**src/ct_supervision_pkg.sv**
```systemverilog
// Package for the current transformer supervision block.
// Assumes magnitudes in 0.01 x nominal units, ratios in 0.01 percent units.
package ct_supervision_pkg;

  // ----------------------------------------------------------------
  // Formats
  // ----------------------------------------------------------------
  localparam int MAG_W = 16;
  localparam int ANG_W = 16;
  localparam int DLY_W = 19;

  // ----------------------------------------------------------------
  // Reset values of settings (0.01 steps; alarm delay in 5 ms steps)
  // ----------------------------------------------------------------
  localparam logic [MAG_W-1:0] HIGH_LIMIT_RST = 16'd120;
  localparam logic [MAG_W-1:0] LOW_LIMIT_RST = 16'd10;
  localparam logic [MAG_W-1:0] RATIO_LIMIT_RST = 16'd1000;
  localparam logic [MAG_W-1:0] UNBAL_LIMIT_RST = 16'd4900;
  localparam logic [MAG_W-1:0] SUM_LIMIT_RST = 16'd10;
  // Alarm delay in 5 ms steps: 0.5 s
  localparam logic [DLY_W-1:0] ALARM_DELAY_RST = 19'd100;

  // ----------------------------------------------------------------
  // Hysteresis, percent of threshold
  // ----------------------------------------------------------------
  localparam int REL_OVER_PCT = 97;
  localparam int REL_UNDER_PCT = 103;
  localparam int PCT_FULL = 100;
  localparam int RATIO_FULL = 10000;

  // ----------------------------------------------------------------
  // Time base
  // ----------------------------------------------------------------
  localparam int CLK_HZ = 50_000_000;
  localparam int TICK_MS = 5;
  localparam int TICK_CYCLES = CLK_HZ / 1000 * TICK_MS;

  // ----------------------------------------------------------------
  // Selectors
  // ----------------------------------------------------------------
  localparam logic [1:0] RES_NONE = 2'h0;
  localparam logic [1:0] RES_ONE = 2'h1;
  localparam logic [1:0] RES_TWO = 2'h2;
  localparam logic [1:0] FORCE_NORMAL = 2'h0;
  localparam logic [1:0] FORCE_ALARM = 2'h1;
  localparam logic [1:0] FORCE_BLOCKED = 2'h2;

endpackage

```
**src/hyst_compare.sv**
```systemverilog
// Threshold comparator with fixed release hysteresis.
// Assumes one update per measurement tick; value and limit share units.
`default_nettype none
module hyst_compare
  import ct_supervision_pkg::*;
#(
  parameter int W = MAG_W,
  parameter bit OVER = 1'b1
) (
  input wire logic ref_clk_i,
  input wire logic rst_b_i,
  input wire logic tick_i,
  input wire logic [W-1:0] value_i,
  input wire logic [W-1:0] limit_i,
  output logic hit_o
);

  logic hit_q;
  logic hit_d;
  logic [W+7:0] val_x;
  logic [W+7:0] op_x;
  logic [W+7:0] rel_x;

  // ----------------------------------------------------------------
  // Compare scaled by 100 to keep integer math exact
  // ----------------------------------------------------------------
  always_comb begin
    val_x = (W+8)'(value_i) * (W+8)'(PCT_FULL);
    op_x = (W+8)'(limit_i) * (W+8)'(PCT_FULL);
    if (OVER) begin
      rel_x = (W+8)'(limit_i) * (W+8)'(REL_OVER_PCT);
      hit_d = hit_q ? (val_x > rel_x) : (val_x > op_x);
    end else begin
      rel_x = (W+8)'(limit_i) * (W+8)'(REL_UNDER_PCT);
      hit_d = hit_q ? (val_x < rel_x) : (val_x < op_x);
    end
  end

  always_ff @(posedge ref_clk_i or negedge rst_b_i) begin
    if (!rst_b_i) begin
      hit_q <= 1'b0;
    end else if (tick_i) begin
      hit_q <= hit_d;
    end
  end

  assign hit_o = hit_q;

endmodule
`default_nettype wire

```
**src/current_transformer_supervision.sv**
```systemverilog
// Current transformer supervision: limit checks, delay, blocking, force.
// Assumes measurements are fundamental magnitudes, synchronous to ref_clk_i.
`default_nettype none

// Behaviour
// - Release at 97/103 percent of threshold
// - Compare each phase and residual against threshold
// - One limit for all phases, any phase
// - Any phase over high limit blocks activation
// - Lower current limit must be satisfied
// - Min over max ratio below ratio limit
// - Negative over positive sequence above limit
// - Residual sum difference above limit when enabled
// - Alarm after condition lasts programmed delay
// - Delay fixed, independent of magnitudes
// - Blocking sampled at each cycle start
// - Pick-up unblocked gives start, runs timer
// - Pick-up blocked gives blocked, stops processing
// - Late blocking clears start like drop-out
// - Settings change live via setting group
// - Report sum difference magnitude, 0.01 resolution
// - Report sum difference angle, 0.01 degrees
// - All conditions needed; residual only if selected
// - Residual source none, channel one, two
// - Polarity adds or subtracts residual channel
// - Forcing overrides status normal, alarm, blocked
module current_transformer_supervision
  import ct_supervision_pkg::*;
#(
  parameter int TICK_LEN = TICK_CYCLES
) (
  input wire logic ref_clk_i,
  input wire logic rst_b_i,
  input wire logic [MAG_W-1:0] phase_a_mag_i,
  input wire logic [MAG_W-1:0] phase_b_mag_i,
  input wire logic [MAG_W-1:0] phase_c_mag_i,
  input wire logic [MAG_W-1:0] residual_channel_one_i,
  input wire logic [MAG_W-1:0] residual_channel_two_i,
  input wire logic [ANG_W-1:0] residual_one_ang_i,
  input wire logic [ANG_W-1:0] residual_two_ang_i,
  input wire logic [MAG_W-1:0] phase_sum_mag_i,
  input wire logic [ANG_W-1:0] phase_sum_ang_i,
  input wire logic [MAG_W-1:0] sum_diff_add_i,
  input wire logic [MAG_W-1:0] sum_diff_sub_i,
  input wire logic [MAG_W-1:0] sequence_unbalance_ratio_i,
  input wire logic block_i,
  input wire logic [MAG_W-1:0] high_limit_i,
  input wire logic [MAG_W-1:0] phase_current_limit_i,
  input wire logic [MAG_W-1:0] ratio_limit_i,
  input wire logic [MAG_W-1:0] unbalance_limit_i,
  input wire logic [MAG_W-1:0] residual_current_limit_i,
  input wire logic [DLY_W-1:0] alarm_delay_i,
  input wire logic [1:0] residual_select_i,
  input wire logic residual_subtract_i,
  input wire logic force_enable_i,
  input wire logic [1:0] force_status_i,
  output logic start_o,
  output logic blocked_o,
  output logic alarm_o,
  output logic [MAG_W-1:0] sum_diff_mag_o,
  output logic [ANG_W-1:0] sum_diff_ang_o,
  output logic tick_o
);

  typedef enum logic [1:0] {
    ST_IDLE,
    ST_TIMING,
    ST_ALARM,
    ST_BLOCKED
  } cts_state_t;

  localparam int TICK_W = $clog2(TICK_LEN + 1);

  cts_state_t state_q;
  cts_state_t state_d;
  logic [TICK_W-1:0] tick_cnt_q;
  logic tick_q;
  logic [DLY_W-1:0] delay_cnt_q;
  logic block_q;
  logic [MAG_W-1:0] mags [4];
  logic [MAG_W-1:0] lim_hi [4];
  logic [MAG_W-1:0] lim_lo [4];
  logic [3:0] over_hi;
  logic [3:0] over_lo;
  logic [3:0] under_lo;
  logic [MAG_W-1:0] res_mag;
  logic [ANG_W-1:0] res_ang;
  logic [MAG_W-1:0] min_mag;
  logic [MAG_W-1:0] max_mag;
  logic [MAG_W+15:0] min_scaled;
  logic [MAG_W+15:0] max_scaled;
  logic ratio_ok;
  logic unbal_ok;
  logic sum_ok;
  logic res_used;
  logic ratio_q;
  logic unbal_q;
  logic res_used_q;
  logic pickup;
  logic delay_done;

  // ----------------------------------------------------------------
  // Measurement time base
  // ----------------------------------------------------------------
  always_ff @(posedge ref_clk_i or negedge rst_b_i) begin
    if (!rst_b_i) begin
      tick_cnt_q <= '0;
      tick_q <= 1'b0;
    end else if (tick_cnt_q == TICK_W'(TICK_LEN - 1)) begin
      tick_cnt_q <= '0;
      tick_q <= 1'b1;
    end else begin
      tick_cnt_q <= tick_cnt_q + 1'b1;
      tick_q <= 1'b0;
    end
  end

  // ----------------------------------------------------------------
  // Residual source and polarity
  // ----------------------------------------------------------------
  always_comb begin
    case (residual_select_i)
      RES_ONE: begin
        res_mag = residual_channel_one_i;
        res_ang = residual_one_ang_i;
      end
      RES_TWO: begin
        res_mag = residual_channel_two_i;
        res_ang = residual_two_ang_i;
      end
      default: begin
        res_mag = '0;
        res_ang = '0;
      end
    endcase
  end

  assign res_used = (residual_select_i == RES_ONE) || (residual_select_i == RES_TWO);

  // ----------------------------------------------------------------
  // Per-channel limit comparisons
  // ----------------------------------------------------------------
  assign mags[0] = phase_a_mag_i;
  assign mags[1] = phase_b_mag_i;
  assign mags[2] = phase_c_mag_i;
  assign mags[3] = residual_subtract_i ? sum_diff_sub_i : sum_diff_add_i;
  assign lim_hi[0] = high_limit_i;
  assign lim_hi[1] = high_limit_i;
  assign lim_hi[2] = high_limit_i;
  assign lim_hi[3] = residual_current_limit_i;
  assign lim_lo[0] = phase_current_limit_i;
  assign lim_lo[1] = phase_current_limit_i;
  assign lim_lo[2] = phase_current_limit_i;
  assign lim_lo[3] = residual_current_limit_i;

  // Slot 3 compares the residual difference; its low tests go unused
  // Each channel against its live setting
  for (genvar g = 0; g < 4; g++) begin : g_chan
    hyst_compare #(.W(MAG_W), .OVER(1'b1)) u_hi (
      .ref_clk_i(ref_clk_i),
      .rst_b_i(rst_b_i),
      .tick_i(tick_q),
      .value_i(mags[g]),
      .limit_i(lim_hi[g]),
      .hit_o(over_hi[g])
    );
    hyst_compare #(.W(MAG_W), .OVER(1'b1)) u_lo (
      .ref_clk_i(ref_clk_i),
      .rst_b_i(rst_b_i),
      .tick_i(tick_q),
      .value_i(mags[g]),
      .limit_i(lim_lo[g]),
      .hit_o(over_lo[g])
    );
    hyst_compare #(.W(MAG_W), .OVER(1'b0)) u_ul (
      .ref_clk_i(ref_clk_i),
      .rst_b_i(rst_b_i),
      .tick_i(tick_q),
      .value_i(mags[g]),
      .limit_i(lim_lo[g]),
      .hit_o(under_lo[g])
    );
  end

  // ----------------------------------------------------------------
  // Ratio conditions
  // ----------------------------------------------------------------
  always_comb begin
    min_mag = phase_a_mag_i;
    max_mag = phase_a_mag_i;
    if (phase_b_mag_i < min_mag) begin
      min_mag = phase_b_mag_i;
    end
    if (phase_c_mag_i < min_mag) begin
      min_mag = phase_c_mag_i;
    end
    if (phase_b_mag_i > max_mag) begin
      max_mag = phase_b_mag_i;
    end
    if (phase_c_mag_i > max_mag) begin
      max_mag = phase_c_mag_i;
    end
    // Cross-multiplied so no divider is needed
    min_scaled = (MAG_W+16)'(min_mag) * (MAG_W+16)'(RATIO_FULL);
    max_scaled = (MAG_W+16)'(max_mag) * (MAG_W+16)'(ratio_limit_i);
  end

  assign ratio_ok = (max_mag != '0) && (min_scaled < max_scaled);
  assign unbal_ok = sequence_unbalance_ratio_i > unbalance_limit_i;

  // ----------------------------------------------------------------
  // Live conditions held per tick
  // ----------------------------------------------------------------
  // Live ratios beside tick-old comparator hits would start falsely
  always_ff @(posedge ref_clk_i or negedge rst_b_i) begin
    if (!rst_b_i) begin
      ratio_q <= 1'b0;
      unbal_q <= 1'b0;
      res_used_q <= 1'b0;
    end else if (tick_q) begin
      ratio_q <= ratio_ok;
      unbal_q <= unbal_ok;
      res_used_q <= res_used;
    end
  end

  assign sum_ok = !res_used_q || over_hi[3];

  // Sampled on tick, so comparators and pickup share one cycle
  assign pickup = !(|over_hi[2:0])
                  && (|over_lo[2:0]) && (|under_lo[2:0])
                  && ratio_q && unbal_q && sum_ok;

  assign delay_done = (delay_cnt_q >= alarm_delay_i);

  // ----------------------------------------------------------------
  // Blocking sample at each cycle start
  // ----------------------------------------------------------------
  always_ff @(posedge ref_clk_i or negedge rst_b_i) begin
    if (!rst_b_i) begin
      block_q <= 1'b0;
    end else if (tick_q) begin
      block_q <= block_i;
    end
  end

  // ----------------------------------------------------------------
  // Status sequence
  // ----------------------------------------------------------------
  always_comb begin
    state_d = state_q;
    case (state_q)
      ST_IDLE: begin
        if (pickup && block_q) begin
          state_d = ST_BLOCKED;
        end else if (pickup) begin
          state_d = ST_TIMING;
        end
      end
      ST_TIMING: begin
        if (!pickup || block_q) begin
          state_d = ST_IDLE;
        end else if (delay_done) begin
          state_d = ST_ALARM;
        end
      end
      ST_ALARM: begin
        if (!pickup || block_q) begin
          state_d = ST_IDLE;
        end
      end
      ST_BLOCKED: begin
        if (!pickup || !block_q) begin
          state_d = ST_IDLE;
        end
      end
      default: begin
        state_d = ST_IDLE;
      end
    endcase
  end

  // Settings are read live, so a new group takes effect next tick
  always_ff @(posedge ref_clk_i or negedge rst_b_i) begin
    if (!rst_b_i) begin
      state_q <= ST_IDLE;
    end else if (tick_q) begin
      state_q <= state_d;
    end
  end

  // ----------------------------------------------------------------
  // Definite delay counter, 5 ms per count
  // ----------------------------------------------------------------
  always_ff @(posedge ref_clk_i or negedge rst_b_i) begin
    if (!rst_b_i) begin
      delay_cnt_q <= '0;
    end else if (tick_q) begin
      if (state_d == ST_TIMING && state_q == ST_TIMING) begin
        delay_cnt_q <= delay_cnt_q + 1'b1;
      end else if (state_d == ST_TIMING) begin
        delay_cnt_q <= DLY_W'(1);
      end else if (state_d != ST_ALARM) begin
        delay_cnt_q <= '0;
      end
    end
  end

  // ----------------------------------------------------------------
  // Outputs with forcing
  // ----------------------------------------------------------------
  always_ff @(posedge ref_clk_i or negedge rst_b_i) begin
    if (!rst_b_i) begin
      start_o <= 1'b0;
      blocked_o <= 1'b0;
      alarm_o <= 1'b0;
    end else if (force_enable_i) begin
      start_o <= 1'b0;
      blocked_o <= (force_status_i == FORCE_BLOCKED);
      alarm_o <= (force_status_i == FORCE_ALARM);
    end else begin
      start_o <= (state_q == ST_TIMING) || (state_q == ST_ALARM);
      blocked_o <= (state_q == ST_BLOCKED);
      alarm_o <= (state_q == ST_ALARM);
    end
  end

  // ----------------------------------------------------------------
  // Difference readouts
  // ----------------------------------------------------------------
  always_ff @(posedge ref_clk_i or negedge rst_b_i) begin
    if (!rst_b_i) begin
      sum_diff_mag_o <= '0;
      sum_diff_ang_o <= '0;
      tick_o <= 1'b0;
    end else begin
      tick_o <= tick_q;
      if (tick_q) begin
        sum_diff_mag_o <= res_used ? mags[3] : phase_sum_mag_i;
        sum_diff_ang_o <= ANG_W'(phase_sum_ang_i - res_ang);
      end
    end
  end

endmodule
`default_nettype wire

```
**config.mk**
```make
export PLATFORM = sky130hd
export DESIGN_NAME = current_transformer_supervision
export DESIGN_NICKNAME = d
export VERILOG_FILES = /design/src/ct_supervision_pkg.sv /design/src/hyst_compare.sv /design/src/current_transformer_supervision.sv
export SDC_FILE = /design/constraint.sdc
export NUM_CORES = 2
export LEC_CHECK = 0
export BUFFER_PORTS_ARGS = -buffer_cell sky130_fd_sc_hd__buf_4
export CORE_MARGIN = 1
export CORE_UTILIZATION = 23
export CTS_CLUSTER_DIAMETER = 40
export DETAILED_ROUTE_END_ITERATION = 6
export SYNTH_ARGS = -nofsm -noshare
export SYNTH_HDL_FRONTEND = slang
export SYNTH_HIERARCHICAL = 1
export SYNTH_SLANG_ARGS = --single-unit
```
**constraint.sdc**
```tcl
create_clock -name ref_clk_i -period 4.2 [get_ports ref_clk_i]
set_input_delay 0.21 -clock ref_clk_i [delete_from_list [all_inputs] [get_ports ref_clk_i]]
set_output_delay 0.21 -clock ref_clk_i [all_outputs]
set_load 0.02 [all_outputs]
```
; Word level (Yosys, flattened, before mapping)
; Index checks and enable logic that the tools add are counted.
[word_totals]
regBits = 90
input_bits = 300
output_inout_bits = 36
elab_cells = 133
[op_classes]
n_addsub = 3
mul = 13
order_cmp = 27
eq_ne = 10
mux = 32
n_reduce_logical = 24
[ops]
columns = cell, count
row1 = $gt 23x23->1, 14
row2 = $mul 16x5->21 const B, 7
row3 = $lt 23x23->1, 6
row4 = $mux 16, 6
row5 = $mul 16x7->23 const B, 4
row6 = $mux 19, 3
row7 = $gt 16x16->1, 3
row8 = $lt 16x16->1, 2
row9 = $lt 30x32->1, 1
row10 = $mul 16x16->32, 1
row11 = $pmux 16 s2, 1
row12 = $mul 16x10->26 const B, 1
row13 = $add 19x1->19 const B, 1
row14 = $ge 19x19->1, 1
row15 = $add 18x1->18 const B, 1
row16 = $eq 18x18->1 const B, 1
row17 = $mux 18, 1
row18 = $reduce_bool 16->1, 1
row19 = $sub 16x16->16, 1
row20 = $mux 1, 14
row21 = $mux 2, 6
row22 = $reduce_or 3->1, 3
row23 = $eq 2x1->1 const B, 4
row24 = $eq 2x2->1 const B, 4
row25 = 8 further kinds, 22

; Longest topological paths before layout
[depth]
ltp_word = 15
ltp_mapped = 51

; Hierarchy
; The synthesis kept the hierarchy.
[modules_own_cells]
columns = mod, instances, cells_each, area_per_inst_um2, seq_area_each_um2
row1 = current_transformer_supervision, 1, 2276, 19461.2, 2001.9
row2 = hyst_compare (g_chan[0].u_hi ...), 2, 640, 5375.2, 25.0
row3 = hyst_compare (g_chan[2].u_lo ...), 2, 622, 5191.2, 25.0
row4 = hyst_compare (g_chan[2].u_ul), 1, 768, 6278.5, 25.0
row5 = hyst_compare (g_chan[1].u_ul), 1, 719, 6118.4, 25.0
row6 = hyst_compare (g_chan[0].u_ul), 1, 714, 6087.1, 25.0
row7 = hyst_compare (g_chan[1].u_lo), 1, 634, 5236.3, 25.0
row8 = hyst_compare (g_chan[1].u_hi), 1, 623, 5218.8, 25.0
row9 = hyst_compare (g_chan[2].u_hi), 1, 626, 5197.5, 25.0

; Worst setup path after synthesis
; Ideal clock, no wire load.
[synth_path]
path_type = input to register
start = input port phase_a_mag_i[15]
end = register ratio_q
arrival_time_ps = 10895
path_slack_ps = -6834
path_stages = 48
path_buffers = 4
cell_sequence = inv_1 -> ha_1 -> nand4_1 -> or3_4 -> a211o_1 -> a31oi_4 -> buf_6 -> mux2i_1 -> ha_1 -> nor2b_1 -> o211ai_1 -> a21oi_1 -> o31ai_1 -> nor2b_1 -> buf_2 -> buf_2 -> mux2i_2 -> clkbuf_1 -> (+12 left out) -> ha_1 -> and4_1 -> nand3_1 -> or2_2 -> o31a_1 -> a311oi_1 -> a31oi_1 -> nor2b_1 -> xor2_1 -> ha_1 -> nand4_1 -> nor2_1 -> nand2_1 -> a2111oi_0 -> o221a_2 -> o21ai_0 -> nor4_1 -> a211oi_2
[synth_between]
elab_chain_cells = 7
word_cells_on_any_way = 13
[synth_rtl]
columns = element, line_no
row1 = start: declaration, current_transformer_supervision.sv:34  ; input wire logic [MAG_W-1:0] phase_a_mag_i,
row2 = $lt 16x16->1 or $gt 16x16->1 (tied branches), "current_transformer_supervision.sv:191, current_transformer_supervision.sv:197"
row3 = $mux 16 (on tied branches), "current_transformer_supervision.sv:191, current_transformer_supervision.sv:197"
row4 = $lt 16x16->1 or $gt 16x16->1 (tied branches), "current_transformer_supervision.sv:194, current_transformer_supervision.sv:200"
row5 = $mux 16 (on tied branches), "current_transformer_supervision.sv:194, current_transformer_supervision.sv:200"
row6 = $mul 16x10->26 or $mul 16x16->32 (tied branches), "current_transformer_supervision.sv:204, current_transformer_supervision.sv:205"
row7 = $lt 30x32->1, current_transformer_supervision.sv:208  ; assign ratio_ok = (max_mag != '0) && (min_scaled < max_scaled);
row8 = $logic_and 1x1->1 *, current_transformer_supervision.sv:208
row9 = end signal: assignment, current_transformer_supervision.sv:221  ; ratio_q <= ratio_ok;
row10 = end: declaration, current_transformer_supervision.sv:96  ; logic ratio_q;
; Every way passes the cells marked *; elsewhere a longest branch is shown, timed or not.
; A chain may end at the register's enable or synchronous reset.

; Worst setup path in the final report
[layout_path]
start = input port phase_a_mag_i[1]
end = register ratio_q
; Same word-level chain as after synthesis.

==> results.ini <==
[run_status]
status=complete, but fails checks
violations=setup timing

[synth]
syn-num-nets=11900
synth_area_sq_um=74700
synth-async-reset-ratio=1.00
synthCells=8884
synth_area_leaders=ha_1, fa_1, inv_1
ys_ff_latch=90
yosysMostFrequentCell=ha_1
synth_area_leader_cell=ha_1
synth_cell_types=135
synthFlopType=dfrtp_1
ys_warn_count=6
synth_edf_count=0
seq_area_frac_synth=0.0301
syn_avg_cell_area_sq_um=8.41
synth_top_area_share=0.347
synth_common_cells=ha_1, inv_1, fa_1, a21oi_1, nand2_1

[sta]
maxSlewHeadroom=0.198
whs_ps=92.7
max_freq_mhz=94.7
hold_viol=0
fin_crit_ps=10560
finalSetupViolCount=11
worstMarginPinSlew_ps=1190
finalMaxSlewViolations=0
min_period_over_period=2.51
layout_setup_ws_ps=-6360
fin_skew_ps=51.6
rsz0062_at_grt=yes

[drt]
finalWirelength_mm=237
drc=0
drtIter0Drc=3090
vias=68700
via_per_inst=4.44
wl_per_cell_microns=15.3
firstDrtPassIters=6
postRouteAntennaNets=0

[layout]
area_delta_synth_final_pct=39.1
drive_gt1_frac=0.289
multi_input_area_sq_um=70200
nets=14100
ff_latch_area_sq_um=2260
filler_cell_count=33900

[global_route]
grt_pass1_vias=69500
antenna_found_initial=33
grt_max_degree=56
grt_pass1_wl_mm=374
grtUsageTotal=0.143
grt_overflow=0

[placement]
hpwl_mm=209
portBuffers=303
finalWeightedCongestion=0.923
place_ws_ps=-7150

[pwr]
p_per_area_nw_per_um2=818
ir_drop_mv=3.01
power.leakage_uw=0.0542

[clock_tree]
clock_latency_ps=430
clk_pin_slew_ps=80
cts-root-buf=clkbuf_16
htree_num_levels=3
clock_path_buffers=2
clock_sinks=90
cts-buffers-inserted=9
tritoncts=done

[setup_path]
critPathBufInv=15
rr_worst_depth=8
crit_cells=51
cp-end-kind=flop
critPathSlowestCell=fa_1
worst_setup_path_start_kind=primary input
cp.arrival_ps=10800
required_ps=4440
cp_slowest_stage_delay_ps=590
crit_fanout=6
cp_top_family=adder cells
crit_type=in -> reg

[die]
fp.dieH_microns=572
io_pins=336
core_sq_um=322000
die-area_sq_um=327000
rows=208
initial_core_util=0.232
chipWidth_microns=572

[flow_run]
drv_cap=0

[worst_hold_path]
whs_path_depth=3
worstHoldPathType=in -> reg

-- layer usage --
layer  up-vias  global-route usage  part of all wire
met1     32600               0.188              0.46
met4         8              0.0513             0.042
met2       889               0.245              0.47
met3       232             0.00824             0.025
li1      34900                   -                 -
met5         -                   0           0.00023
-- metrics by stage --
stage               utilization  power, uW  std cells  TNS [ps]  area, sq um
floorplan                     -      49800       8884     -8400        77200
global placement          0.308      76000      15300    -18400        99200
detailed placement        0.308      76700      15300    -18560        99200
CTS                       0.316      80500      15400    -10140       102000
global route              0.323      95000      15500    -12690       104000
finish                    0.323      85000      15500    -10500       104000
-- flip-flops by register name (all words and copies together) (netlist names), 2 cells and up --
name	flops
delay_cnt_q	19
g_chan.u_hi/hit_o	4
g_chan.u_lo/hit_o	3
g_chan.u_ul/hit_o	3
state_q	2
sum_diff_ang_o	16
sum_diff_mag_o	16
tick_cnt_q	18
-- worst reg2reg max path: stages, from the launching register on --
cell and delay (ps):
dfrtp_1 600, nor3_1 180, nor2_1 680, nand2_1 290
a21o_1 260, a221oi_2 600, o2111ai_1 460, or3_1 460
a21oi_1 150
-- worst paths after layout --
path                                       from  slack (ps)           endpoint
hold / removal                force_status_i[0]          90          blocked_o
setup reg to reg           g_chan[0].u_ul/hit_o         400    delay_cnt_q[15]
max in group asynchronous               rst_b_i        2740    delay_cnt_q[11]
hold reg to reg                   tick_cnt_q[2]         490      tick_cnt_q[2]
min in group asynchronous               rst_b_i         370  sum_diff_mag_o[3]
setup / recovery               phase_a_mag_i[1]       -6360            ratio_q
-- placed cells by master (no fill, tap or decap), types with 47 or more instances in the layout --
cell type | netlist | layout
xor2_1 | 224 | 217
o211ai_1 | 55 | 55
nand2b_1 | 93 | 93
nor2_1 | 302 | 295
o21ai_1 | 37 | 58
buf_4 | 0 | 2205
a21oi_2 | 17 | 90
nor3_1 | 113 | 99
inv_1 | 1897 | 1844
o21ai_0 | 297 | 254
nand3_1 | 151 | 148
a21oi_1 | 461 | 375
o21a_1 | 78 | 78
nand2_1 | 461 | 444
a21o_1 | 234 | 234
fa_1 | 619 | 602
dfrtp_1 | 90 | 89
nor2b_1 | 70 | 64
ha_1 | 2072 | 1816
and3_1 | 56 | 52
ha_4 | 0 | 226
buf_6 | 2 | 52
nand4_1 | 106 | 106
buf_12 | 0 | 60
xnor2_1 | 285 | 262
inv_2 | 0 | 47
and2_1 | 158 | 153
mux2i_1 | 64 | 49
o21bai_1 | 56 | 50
-- kinds of logic (layout without fill, tap and decap cells) --
group,count (synthesis),after routing,share of synthesized area
adder cells (fa/ha/maj),2697,2697,0.514
AND/OR/NAND/NOR,1779,1779,0.123
multiplexers,95,95,0.0135
XOR/XNOR,512,512,0.0603
other,0,15,0
AO/OA/AOI/OAI,1734,1734,0.160
flip-flops,90,90,0.0301
buffers and inverters,1977,4250,0.0997
-- what timing repair did --
item                                   4_1_cts  5_1_grt
cloned                                       1        1
endpoints found under the hold margin       47        0
buffers inserted                            58       54
resized for setup                          322      337
setup endpoints to repair                   11       11
pin swaps                                  190      235
hold buffers                                 5        0
-- where the power goes --
part	internal [uW]	switching (uW)	total [uW]
Clock	496	547	1040
Sequential	873	4.33	877
Combinational	41900	41200	83100
-- area by class of cell --
cell class | count | share of cell area
well taps | 4305 | 0.0518
clock buffers | 10 | 0.00230
multi-input cells | 6817 | 0.675
diodes | 15 | 0.000361
inverters | 1898 | 0.0687
repair buffers | 2336 | 0.179
flip-flops and latches | 90 | 0.0217
clock inverters | 6 | 0.000795
(Power assumes the default switching activity.)
